### src/shared/rrsc_cfg.svh
// timing and offset constants for the register read split control block
`ifndef RRSC_CFG_SVH
`define RRSC_CFG_SVH

// -------------------------------------------------------------
// non-split register offsets (byte addresses)
// -------------------------------------------------------------
`define RRSC_OFF_DEV_CTRL 17'h00000
`define RRSC_OFF_DEV_STATUS 17'h00008
`define RRSC_OFF_EEPROM_CD 17'h00010
`define RRSC_OFF_EXT_CTRL 17'h00018
`define RRSC_OFF_MDI_CTRL 17'h00020
`define RRSC_OFF_FC_ADDR_LO 17'h00028
`define RRSC_OFF_FC_ADDR_HI 17'h0002c
`define RRSC_OFF_FC_TYPE 17'h00030
`define RRSC_OFF_VLAN_TYPE 17'h00038
`define RRSC_OFF_FC_TX_TIMER 17'h00170
`define RRSC_OFF_TX_CFG_WORD 17'h00178
`define RRSC_OFF_RX_CFG_WORD 17'h00180
`define RRSC_OFF_PKT_BUF_ALLOC 17'h01000
`define RRSC_OFF_INT_CAUSE_RD 17'h000c0
`define RRSC_OFF_INT_CAUSE_SET 17'h000c8
`define RRSC_OFF_INT_MASK_SET 17'h000d0
`define RRSC_OFF_INT_MASK_CLR 17'h000d8
`define RRSC_OFF_TX_CTRL 17'h00400

// -------------------------------------------------------------
// control register fields and reset values
// -------------------------------------------------------------
`define RRSC_CTRL_DUPLEX_BIT 0
`define RRSC_CTRL_SPEED_LO 8
`define RRSC_CTRL_SPEED_HI 9
`define RRSC_CTRL_FRC_SPEED_BIT 11
`define RRSC_CTRL_FRC_DPLX_BIT 12
`define RRSC_CTRL_RESET 32'h00000009
`define RRSC_EXT_CTRL_RESET 32'h00000000

// -------------------------------------------------------------
// timing
// -------------------------------------------------------------
`define RRSC_CLK_PERIOD_NS 10
`define RRSC_INIT_LAT_NS 160
// longest time: round down, at least one cycle
`define RRSC_INIT_LAT_CYC ((`RRSC_INIT_LAT_NS / `RRSC_CLK_PERIOD_NS) > 0 ? \
  (`RRSC_INIT_LAT_NS / `RRSC_CLK_PERIOD_NS) : 1)

`endif

### src/shared/rrsc_pkg.sv
// types for the register read split control block
package rrsc_pkg;

  typedef enum logic [3:0] {
    RRSC_IDLE = 4'h1,
    RRSC_WAIT_BURST = 4'h2,
    RRSC_FETCH = 4'h4,
    RRSC_COMPLETE = 4'h8
  } rrsc_split_state_type;

  typedef enum logic [1:0] {
    RRSC_ANS_NONE = 2'h0,
    RRSC_ANS_DATA = 2'h1,
    RRSC_ANS_SPLIT = 2'h2
  } rrsc_answer_type;

endpackage

### src/rtl/rrsc_offset_match.sv
// decode of a read offset against the non-split register set
`timescale 1ns/100ps
`include "rrsc_cfg.svh"

module rrsc_offset_match
  import rrsc_pkg::*;
#(
  parameter int ADDR_W = 17
) (
  input wire logic [ADDR_W-1:0] offset, // byte offset of the read
  output logic nonSplit // offset is in the critical set
);

  always_comb begin
    case (offset)
      `RRSC_OFF_DEV_CTRL, `RRSC_OFF_DEV_STATUS, `RRSC_OFF_EEPROM_CD,
      `RRSC_OFF_EXT_CTRL, `RRSC_OFF_MDI_CTRL, `RRSC_OFF_FC_ADDR_LO,
      `RRSC_OFF_FC_ADDR_HI, `RRSC_OFF_FC_TYPE, `RRSC_OFF_VLAN_TYPE,
      `RRSC_OFF_FC_TX_TIMER, `RRSC_OFF_TX_CFG_WORD,
      `RRSC_OFF_RX_CFG_WORD, `RRSC_OFF_PKT_BUF_ALLOC,
      `RRSC_OFF_INT_CAUSE_RD, `RRSC_OFF_INT_CAUSE_SET,
      `RRSC_OFF_INT_MASK_SET, `RRSC_OFF_INT_MASK_CLR,
      `RRSC_OFF_TX_CTRL: begin
        nonSplit = 1'b1;
      end
      default: begin
        nonSplit = 1'b0;
      end
    endcase
  end

endmodule // rrsc_offset_match

### src/rtl/rrsc_read_split.sv
// register read split control: immediate or split answer per read
`timescale 1ns/100ps
`include "rrsc_cfg.svh"

// Operation
// general register reads answer split, complete later; a read split while the sequencer is busy is never completed
// split completion may wait for data burst
// critical registers complete without split
// force option splits every register read
// control registers set modes, link may override
// decode offset, choose answer within initial latency
module rrsc_read_split
  import rrsc_pkg::*;
#(
  parameter int ADDR_W = 17,
  parameter int DATA_W = 32
) (
  input wire logic mclk, // bus clock
  input wire logic rst, // synchronous reset, active high
  input wire logic forceAllReadSplits, // eeprom option, latched
  input wire logic rdReq, // read request strobe
  input wire logic [ADDR_W-1:0] rdOffset, // byte offset of the read
  output logic rdDataValid, // immediate data answer pulse
  output logic rdSplit, // split response pulse
  output logic [DATA_W-1:0] rdData, // immediate read data
  input wire logic burstActive, // own data burst in progress
  output logic complReq, // split completion wanted
  input wire logic complGrant, // bus accepts the completion
  output logic [DATA_W-1:0] complData, // split completion data
  output logic regReq, // slow internal register fetch
  output logic [ADDR_W-1:0] regOffset, // offset of slow fetch
  input wire logic regAck, // slow fetch done
  input wire logic [DATA_W-1:0] regData, // slow fetch data
  input wire logic fastWr, // write strobe to control regs
  input wire logic [ADDR_W-1:0] fastWrOffset, // write offset
  input wire logic [DATA_W-1:0] fastWrData, // write data
  input wire logic [DATA_W-1:0] fastRdData, // data of other fast regs
  input wire logic linkUp, // phy resolution valid
  input wire logic linkFullDuplex, // resolved duplex
  input wire logic [1:0] linkSpeed, // resolved speed
  output logic duplexSelect, // effective duplex
  output logic [1:0] speedSelect // effective speed
);

  // -------------------------------------------------------------
  // option latch and offset decode
  // -------------------------------------------------------------
  logic forceLatched;
  logic matchFast;
  logic takeFast;
  logic [DATA_W-1:0] devCtrl;
  logic [DATA_W-1:0] extendedControlReg;
  rrsc_split_state_type state;

  // option is resampled only in idle cycles with no read, so a read in
  // flight never sees it change under it
  always_ff @(posedge mclk) begin
    if (rst) begin
      forceLatched <= 1'b0;
    end else if (state == RRSC_IDLE && !rdReq) begin
      forceLatched <= forceAllReadSplits;
    end
  end

  rrsc_offset_match #(.ADDR_W(ADDR_W)) uMatch (
    .offset(rdOffset),
    .nonSplit(matchFast)
  );

  assign takeFast = matchFast && !forceLatched;

  // -------------------------------------------------------------
  // immediate answer, one cycle after request
  // -------------------------------------------------------------
  always_ff @(posedge mclk) begin
    if (rst) begin
      rdDataValid <= 1'b0;
      rdSplit <= 1'b0;
      rdData <= '0;
    end else begin
      rdDataValid <= rdReq && takeFast;
      // a busy splitter also answers split; host retries later
      rdSplit <= rdReq && !takeFast;
      if (rdReq && takeFast) begin
        if (rdOffset == `RRSC_OFF_DEV_CTRL) begin
          rdData <= devCtrl;
        end else if (rdOffset == `RRSC_OFF_EXT_CTRL) begin
          rdData <= extendedControlReg;
        end else begin
          rdData <= fastRdData;
        end
      end
    end
  end

  // -------------------------------------------------------------
  // split completion sequencer
  // -------------------------------------------------------------
  logic acceptSplit;
  assign acceptSplit = rdReq && !takeFast && state == RRSC_IDLE;

  always_ff @(posedge mclk) begin
    if (rst) begin
      state <= RRSC_IDLE;
      regOffset <= '0;
      complData <= '0;
    end else begin
      case (state)
        RRSC_IDLE: begin
          if (acceptSplit) begin
            regOffset <= rdOffset;
            state <= RRSC_FETCH;
          end
        end
        RRSC_FETCH: begin
          if (regAck) begin
            complData <= regData;
            state <= RRSC_WAIT_BURST;
          end
        end
        RRSC_WAIT_BURST: begin
          if (!burstActive) begin
            state <= RRSC_COMPLETE;
          end
        end
        RRSC_COMPLETE: begin
          if (complGrant) begin
            state <= RRSC_IDLE;
          end
        end
        default: begin
          state <= RRSC_IDLE;
        end
      endcase
    end
  end

  assign regReq = state == RRSC_FETCH;
  assign complReq = state == RRSC_COMPLETE && !burstActive;

  // -------------------------------------------------------------
  // control registers and mode resolution
  // -------------------------------------------------------------
  always_ff @(posedge mclk) begin
    if (rst) begin
      devCtrl <= `RRSC_CTRL_RESET;
      extendedControlReg <= `RRSC_EXT_CTRL_RESET;
    end else if (fastWr) begin
      if (fastWrOffset == `RRSC_OFF_DEV_CTRL) begin
        devCtrl <= fastWrData;
      end
      if (fastWrOffset == `RRSC_OFF_EXT_CTRL) begin
        extendedControlReg <= fastWrData;
      end
    end
  end

  // forced settings win, as do the devCtrl bits while the link is down; otherwise the phy resolution overrides
  always_ff @(posedge mclk) begin
    if (rst) begin
      duplexSelect <= 1'b0;
      speedSelect <= 2'h0;
    end else begin
      if (devCtrl[`RRSC_CTRL_FRC_DPLX_BIT] || !linkUp) begin
        duplexSelect <= devCtrl[`RRSC_CTRL_DUPLEX_BIT];
      end else begin
        duplexSelect <= linkFullDuplex;
      end
      if (devCtrl[`RRSC_CTRL_FRC_SPEED_BIT] || !linkUp) begin
        speedSelect <= devCtrl[`RRSC_CTRL_SPEED_HI:`RRSC_CTRL_SPEED_LO];
      end else begin
        speedSelect <= linkSpeed;
      end
    end
  end

  // -------------------------------------------------------------
  // assertions
  // -------------------------------------------------------------
  localparam int LAT = `RRSC_INIT_LAT_CYC;

  a_split_general: assert property (@(posedge mclk) disable iff (rst)
    rdReq && !matchFast |=> rdSplit && !rdDataValid)
    else $error("general register read not split");

  a_fast_answer: assert property (@(posedge mclk) disable iff (rst)
    rdReq && matchFast && !forceLatched |=> rdDataValid && !rdSplit)
    else $error("critical register read was split");

  a_force_split: assert property (@(posedge mclk) disable iff (rst)
    rdReq && forceLatched |=> rdSplit)
    else $error("forced split not honoured");

  a_within_latency: assert property (@(posedge mclk) disable iff (rst)
    rdReq |-> ##[1:LAT] (rdSplit || rdDataValid))
    else $error("no answer within initial latency");

  a_hold_burst: assert property (@(posedge mclk) disable iff (rst)
    burstActive |-> !complReq)
    else $error("completion issued during burst");

  // once in RRSC_WAIT_BURST the sequencer must stay parked there while our own burst runs
  a_burst_wait: assert property (@(posedge mclk) disable iff (rst)
    state == RRSC_WAIT_BURST && burstActive |=> state == RRSC_WAIT_BURST)
    else $error("burst wait left while burst active");

  a_fetch_start: assert property (@(posedge mclk) disable iff (rst)
    acceptSplit |=> regReq && regOffset == $past(rdOffset))
    else $error("split read fetch not started");

  a_compl_data: assert property (@(posedge mclk) disable iff (rst)
    regReq && regAck |=> complData == $past(regData))
    else $error("completion data not captured");

  a_forced_duplex: assert property (@(posedge mclk) disable iff (rst)
    devCtrl[`RRSC_CTRL_FRC_DPLX_BIT] ##1 devCtrl[`RRSC_CTRL_FRC_DPLX_BIT]
    |-> duplexSelect == $past(devCtrl[`RRSC_CTRL_DUPLEX_BIT]))
    else $error("forced duplex not applied");

  c_fast_read: cover property (@(posedge mclk) disable iff (rst)
    rdReq && takeFast ##1 rdDataValid);
  c_split_done: cover property (@(posedge mclk) disable iff (rst)
    acceptSplit ##[1:50] (complReq && complGrant));
  c_burst_wait: cover property (@(posedge mclk) disable iff (rst)
    state == RRSC_WAIT_BURST && burstActive);
  c_forced: cover property (@(posedge mclk) disable iff (rst)
    rdReq && matchFast && forceLatched);

endmodule // rrsc_read_split

### config.mk
export PLATFORM = sky130hd
export DESIGN_NAME = rrsc_read_split
export DESIGN_NICKNAME = d
export VERILOG_FILES = /design/src/shared/rrsc_pkg.sv /design/src/rtl/rrsc_offset_match.sv /design/src/rtl/rrsc_read_split.sv
export VERILOG_INCLUDE_DIRS = /design/src /design/src/shared
export SDC_FILE = /design/constraint.sdc
export NUM_CORES = 1
export LEC_CHECK = 0
export BUFFER_PORTS_ARGS = -buffer_cell sky130_fd_sc_hd__buf_2
export CORE_ASPECT_RATIO = 2
export CORE_MARGIN = 1.5
export CORE_UTILIZATION = 45
export CTS_CLUSTER_SIZE = 28
export DETAILED_ROUTE_END_ITERATION = 10
export GPL_ROUTABILITY_DRIVEN = 0
export PLACE_DENSITY = 0.69
export SETUP_SLACK_MARGIN = 0.3
export SLEW_MARGIN = 20
export SYNTH_ARGS = -nofsm -noshare
export SYNTH_HDL_FRONTEND = slang
export SYNTH_SLANG_ARGS = --single-unit
export TNS_END_PERCENT = 10
### constraint.sdc
create_clock -name mclk -period 3.1 [get_ports mclk]
set_clock_uncertainty 0.2 [all_clocks]
set_input_delay 0.155 -clock mclk [delete_from_list [all_inputs] [get_ports mclk]]
set_output_delay 0.155 -clock mclk [all_outputs]
set_load 0.01 [all_outputs]
Yosys cells after proc, flatten, opt, wreduce, memory -nomap -nowiden --
Index checks and enable logic that the tools add are counted.
Storage, ports and cells: input bits 142, output and inout port bits 88, bits in registers 155, word-level logic and storage cells 68
Cells by class: mux-type cells 10, equality and inequality tests 26, reductions and logical operators 21
Operators by type and width (number):
- $eq A17 B6 Y1 const B | 5
- $eq A17 B8 Y1 const B | 4
- $mux W32 | 2
- $eq A17 B5 Y1 const B | 3
- $eq A17 B9 Y1 const B | 3
- $logic_not A17 Y1 | 2
- $reduce_or A18 Y1 | 1
- $eq A17 B11 Y1 const B | 1
- $eq A17 B13 Y1 const B | 1
- $eq A17 B4 Y1 const B | 1
- $mux W4 | 4
- $pmux W4 S4 | 1
- $reduce_and A2 Y1 | 4
- $logic_and A1 B1 Y1 | 6
- $ne A2 B2 Y1 const B | 3
- $logic_not A1 Y1 | 5
- $eq A4 B1 Y1 const B | 1
- $eq A4 B2 Y1 const B | 1
- $eq A4 B3 Y1 const B | 1
- $eq A4 B4 Y1 const B | 1
- $reduce_and A4 Y1 | 1
- $logic_or A1 B1 Y1 | 2
- $mux W1 | 2
- $mux W2 | 1
- $ne A2 B1 Y1 const B | 1

Logic depth before layout (Yosys ltp) --
depth in word-level cells 9, gate-level depth with buffers 8, depth with buffers taken out 5

Hierarchy --
From an unflattened synthesis, not the netlist that was laid out.
Second synthesis, totals: cell total of the unflattened synthesis 727, area total of the unflattened synthesis 6471.2 µm²
Modules (own cells, without submodules):
- rrsc_read_split | cells each 702, instances 1, area an instance 6309.8 µm², seq. area each 3103.0 µm²
- rrsc_offset_match | cells each 25, instances 1, area an instance 161.4 µm², seq. area each 0.0 µm²

Least setup slack after synthesis --
Ideal clock, no wire load.
path type input to register, start point in rdOffset[0], end point reg rdData[2], path slack 835 ps, stages on the path 8, buffers on the path 3, arrival 1939 ps, setup time 126 ps, required time 2774 ps, path through or4_4 -> or3_1 -> clkbuf_1 -> or3_1 -> buf_2 -> buf_6 -> o221ai_2 -> mux2i_1
Between the ends: word-level cells in the longest chain between the ends 5, elaborated cells on any way between the ends 24, those cells by class eq/ne (17); mux (3); reduce/logical (4)
RTL lines:
- from (decl) | RTL line rrsc_read_split.sv:22 | input wire logic [ADDR_W-1:0] rdOffset,
- $eq A17 B5 Y1, or another cell as far along | RTL line rrsc_offset_match.sv:15 | case (offset)
- $reduce_or A18 Y1 | RTL line rrsc_offset_match.sv:15
- $mux W1 | RTL line rrsc_offset_match.sv:15
- $logic_and A1 B1 Y1 | RTL line rrsc_read_split.sv:70 | assign takeFast = matchFast && !forceLatched;
- $logic_and A1 B1 Y1 | RTL line rrsc_read_split.sv:84 | if (rdReq && takeFast) begin
- to (signal assigned) | RTL line rrsc_read_split.sv:86 | rdData <= devCtrl;
- to (signal assigned) | RTL line rrsc_read_split.sv:88 | rdData <= extendedControlReg;
- to (signal assigned) | RTL line rrsc_read_split.sv:90 | rdData <= fastRdData;
- to (decl) | RTL line rrsc_read_split.sv:25 | output logic [DATA_W-1:0] rdData,
Parallel ways exist; a longest one is shown, timed or not. A chain may end at the register's enable or synchronous reset.

Final worst setup path --
start point in rdOffset[16], end point reg state[2]
Between the ends: word-level cells in the longest chain between the ends 9, elaborated cells on any way between the ends 26, those cells by class eq/ne (18); mux (1); reduce/logical (7)
RTL lines:
- $eq A17 B5 Y1, or another cell as far along | RTL line rrsc_offset_match.sv:15
- $reduce_or A18 Y1 (*) | RTL line rrsc_offset_match.sv:15
- $mux W1 (*) | RTL line rrsc_offset_match.sv:15
- $logic_and A1 B1 Y1 (*) | RTL line rrsc_read_split.sv:70
- $logic_not A1 Y1 (*) | RTL line rrsc_read_split.sv:100 | assign acceptSplit = rdReq && !takeFast && state == RRSC_IDLE;
- $logic_and A1 B1 Y1 (*) (2 in series) | RTL line rrsc_read_split.sv:100
- $ne A2 B2 Y1 (no source line) (*)
- $reduce_and A4 Y1 (no source line) (*)
- to (signal assigned) | RTL line rrsc_read_split.sv:104 | state <= RRSC_IDLE;
- to (signal assigned) | RTL line rrsc_read_split.sv:112 | state <= RRSC_FETCH;
- to (signal assigned) | RTL line rrsc_read_split.sv:118 | state <= RRSC_WAIT_BURST;
- to (decl) | RTL line rrsc_read_split.sv:53 | rrsc_split_state_type state;
Every way passes the cells marked *; elsewhere a longest branch is shown, timed or not.

==> impl_summary.log <==
INFO  metric synthesis.area = 7050 µm²
INFO  metric vdd_ir_drop_max = 0.515 mV
INFO  metric synthArstFlopShare = 0%
INFO  metric leakagePower = 4.32 nW
INFO  metric cp.required = 3.21 ns
INFO  metric power.density_cell_area = 490 nW/µm²
INFO  metric route.vias.total = 6983
INFO  metric clk-insertion-delay-late = 0.41 ns
INFO  metric crit_path_cell_trace = dlygate4sd3_1 -> buf_2 -> nor4_1 -> and3_1 -> buf_4 -> a31oi_1 -> a21o_1 -> o21a_1
INFO  metric fin_setup_tns = 0 ns
INFO  metric grt_antenna_before_repair = 0
INFO  metric synth_area_per_cell = 8.69 µm²
INFO  metric fp.dieH = 180 µm
INFO  metric holdCritStartpoint = fastRdData[27]
INFO  metric design.die.area = 16500 µm²
INFO  metric cts_root_buf = sky130_fd_sc_hd__clkbuf_16
INFO  metric synth.top_cells.by_count = sky130_fd_sc_hd__nand2_1, sky130_fd_sc_hd__dfxtp_1, sky130_fd_sc_hd__mux2i_1, sky130_fd_sc_hd__clkbuf_1, sky130_fd_sc_hd__a21oi_1
INFO  metric place.detailed.hpwl = 13700 µm
INFO  metric layout_min_cycle_time = 2.77 ns
INFO  metric post_layout_nonfiller_instances = 1297
INFO  metric route.final.wire_length = 22100 µm
INFO  metric global_route_wire_length_before_repair = 35100 µm
INFO  metric cell_total_after_placement = 1176
INFO  metric worstSetupStartpointType = input pin
INFO  metric period_share = 89.3%
INFO  metric detail_route.drc_violations = 0
INFO  metric drt-wirelength-per-cell = 17.0 µm
INFO  metric route.antenna.remaining_nets = 0
INFO  metric worst_slew_margin_rel = 25.1%
INFO  metric postCtsSetupRepairBufs = 0
INFO  metric post-route-cell-area = 9870 µm²
INFO  metric synth.largest_area_cell = sky130_fd_sc_hd__dfxtp_1
INFO  metric floorplan.core_area = 15300 µm²
INFO  metric edff_count_synth = 0
INFO  metric slowest_delay = 0.55 ns
INFO  metric startpoint = rdOffset[16]
INFO  metric nets = 1228
INFO  metric post_route_cells_drive_above_1_share = 28.7%
INFO  metric achievable-frequency = 361 MHz
INFO  metric worst_slew_pin_slew = 1.12 ns
INFO  metric r2r_startpoint = state[1]
INFO  metric row_count = 64
INFO  metric ys_dominant_reg_cell = sky130_fd_sc_hd__dfxtp_1
INFO  metric area.growth.synth_to_final = 40.0%
INFO  metric port_buffers = 229
INFO  metric synthTopCellsByArea = sky130_fd_sc_hd__dfxtp_1, sky130_fd_sc_hd__mux2i_1, sky130_fd_sc_hd__nand2_1
INFO  metric worstPathMaxFanout = 19
INFO  metric grt_overflow = 0
INFO  metric io-pin-count = 230
INFO  metric synth_seq_cells = 155
INFO  metric count_of_final_hold_check_violations = 0
INFO  metric htree_levels = 4
INFO  metric arrival = 2.88 ns
INFO  metric slew_viol_final = 0
INFO  metric fp.dieW = 91.5 µm
INFO  metric finalSetupViolCount = 0
INFO  metric drt_pass1_iterations = 5
INFO  metric clk_path_buf_depth = 2
INFO  metric syn_nets = 953
INFO  metric rsz0062_at_grt = true
INFO  metric synth_top_area_share = 44.0%
INFO  metric critPathKind = input pin to register
INFO  metric hold_path_class = input pin to register
INFO  metric placed_area = 8310 µm²
INFO  metric setup.worst_path.end_class = register
INFO  metric finalPower = 4.83 mW
INFO  metric post_synth_inst_count = 811
INFO  metric postLayoutCoreUtil = 64.5%
INFO  metric max_cap_viol_count = 0
INFO  metric synth_cell_types = 45
INFO  metric floorplan.initialDensity = 46.1%
INFO  metric globalRouteTotalUtil = 26.7%
INFO  metric post_drt_via_cell_ratio = 5.38
INFO  metric cts_tree = yes
INFO  metric slowest_stage = sky130_fd_sc_hd__dlygate4sd3_1
INFO  metric maximum_number_of_pins_on_one_net_before_global_route_repair = 103
INFO  metric worst_setup_hold_path_clk_slew = 0.06 ns
INFO  metric grt_pass1_vias = 6936
INFO  metric clock_sink_count = 155
INFO  metric numCtsBuffers = 17
INFO  metric outcome = finished, final reports clean
INFO  metric synth_most_common_cell = sky130_fd_sc_hd__nand2_1
INFO  metric synthesis.yosys.warnings = 0
INFO  metric yosysSeqAreaShare = 44.0%
INFO  metric detail_route.iter0.violations = 341
[cells in the final DEF (no fill, tap or decap), types with 4 or more instances in the layout]
cell type and instances:
sky130_fd_sc_hd__clkinvlp_4 4, sky130_fd_sc_hd__a21oi_1 66, sky130_fd_sc_hd__a21boi_0 32, sky130_fd_sc_hd__nand2_1 171, sky130_fd_sc_hd__nor2_1 39, sky130_fd_sc_hd__nand3_1 33, sky130_fd_sc_hd__mux2i_1 85, sky130_fd_sc_hd__dlygate4sd3_1 89
sky130_fd_sc_hd__a211oi_1 32, sky130_fd_sc_hd__bufinv_16 5, sky130_fd_sc_hd__nor4_1 6, sky130_fd_sc_hd__o221ai_2 30, sky130_fd_sc_hd__clkbuf_16 17, sky130_fd_sc_hd__nor3_1 5, sky130_fd_sc_hd__buf_4 14, sky130_fd_sc_hd__o21ai_0 31
sky130_fd_sc_hd__buf_2 228, sky130_fd_sc_hd__dfxtp_1 155
[timing repair]
action                                 4_1_cts  5_1_grt
endpoints found under the hold margin      120        0
gates resized for setup                      0        2
hold buffers                                89        0
setup endpoints to repair                    0       51
[worst max-delay path, delay by kind of cell]
kind	cells	cell delay [ns]
AOI/OAI and AO/OA	3	0.98
buffers and inverters	3	0.94
and+or+nand+nor	2	0.81
[flip-flops by register name, indices dropped and copies added (netlist names)]
register / cells
rdDataValid: 1
state: 4
complData: 32
rdData: 32
duplexSelect: 1
extendedControlReg: 32
rdSplit: 1
forceLatched: 1
devCtrl: 32
speedSelect: 2
regOffset: 17
[stage by stage]
stage / hold slack, ns / worst slack [ns]
2_1_floorplan: 0.0801 / 0.835
3_3_place_gp: 0.189 / 0.493
3_5_place_dp: 0.201 / 0.431
4_1_cts: 0.00746 / 0.321
5_1_grt: 0.0253 / 0.223
6_report: 0.0216 / 0.333
[logic make-up after synthesis]
family / count (synthesis) / share of synthesized area, %
and+or+nand+nor: 283 / 17.3
xor gates and xnor gates: 1 / 0.124
AOI/OAI and AO/OA: 206 / 21.7
DFF: 155 / 44.0
buffers and inverters: 81 / 4.74
muxes: 85 / 12.1
[metal layers]
| layer | up-vias | GRT usage, % | share of wire [%] |
|---|---|---|---|
| met1 | 3302 | 27.5 | 37 |
| met3 | 34 | 6.26 | 5.9 |
| met4 | 0 | 9.56 | 2.4 |
| met5 | - | 0 | 0 |
| li1 | 3420 | - | - |
| met2 | 227 | 51.1 | 55 |
[final cells by class]
type	count	area, µm²
timing repair buffer	335	2210
inverter	2	10.0
clock inverter	13	215
sequential	155	3100
fill	1274	5430
antenna	1	2.50
clock buffer	18	439
tap	198	248
multi-input combinational	575	3640
[power breakdown]
group	switching, mW	internal (mW)
registers	0.0189	2.02
clock network	0.853	1.46
logic	0.241	0.240
[path summary, 6_finish.rpt]
path / cells after the start / to / slack (ns)
setup reg to reg: 5 / regOffset[2] / 0.61
hold / removal: 4 / rdData[27] / 0.02
setup / recovery: 8 / state[2] / 0.33
hold reg to reg: 2 / complData[6] / 0.25
Note: power is estimated with default switching activity, not from simulation.
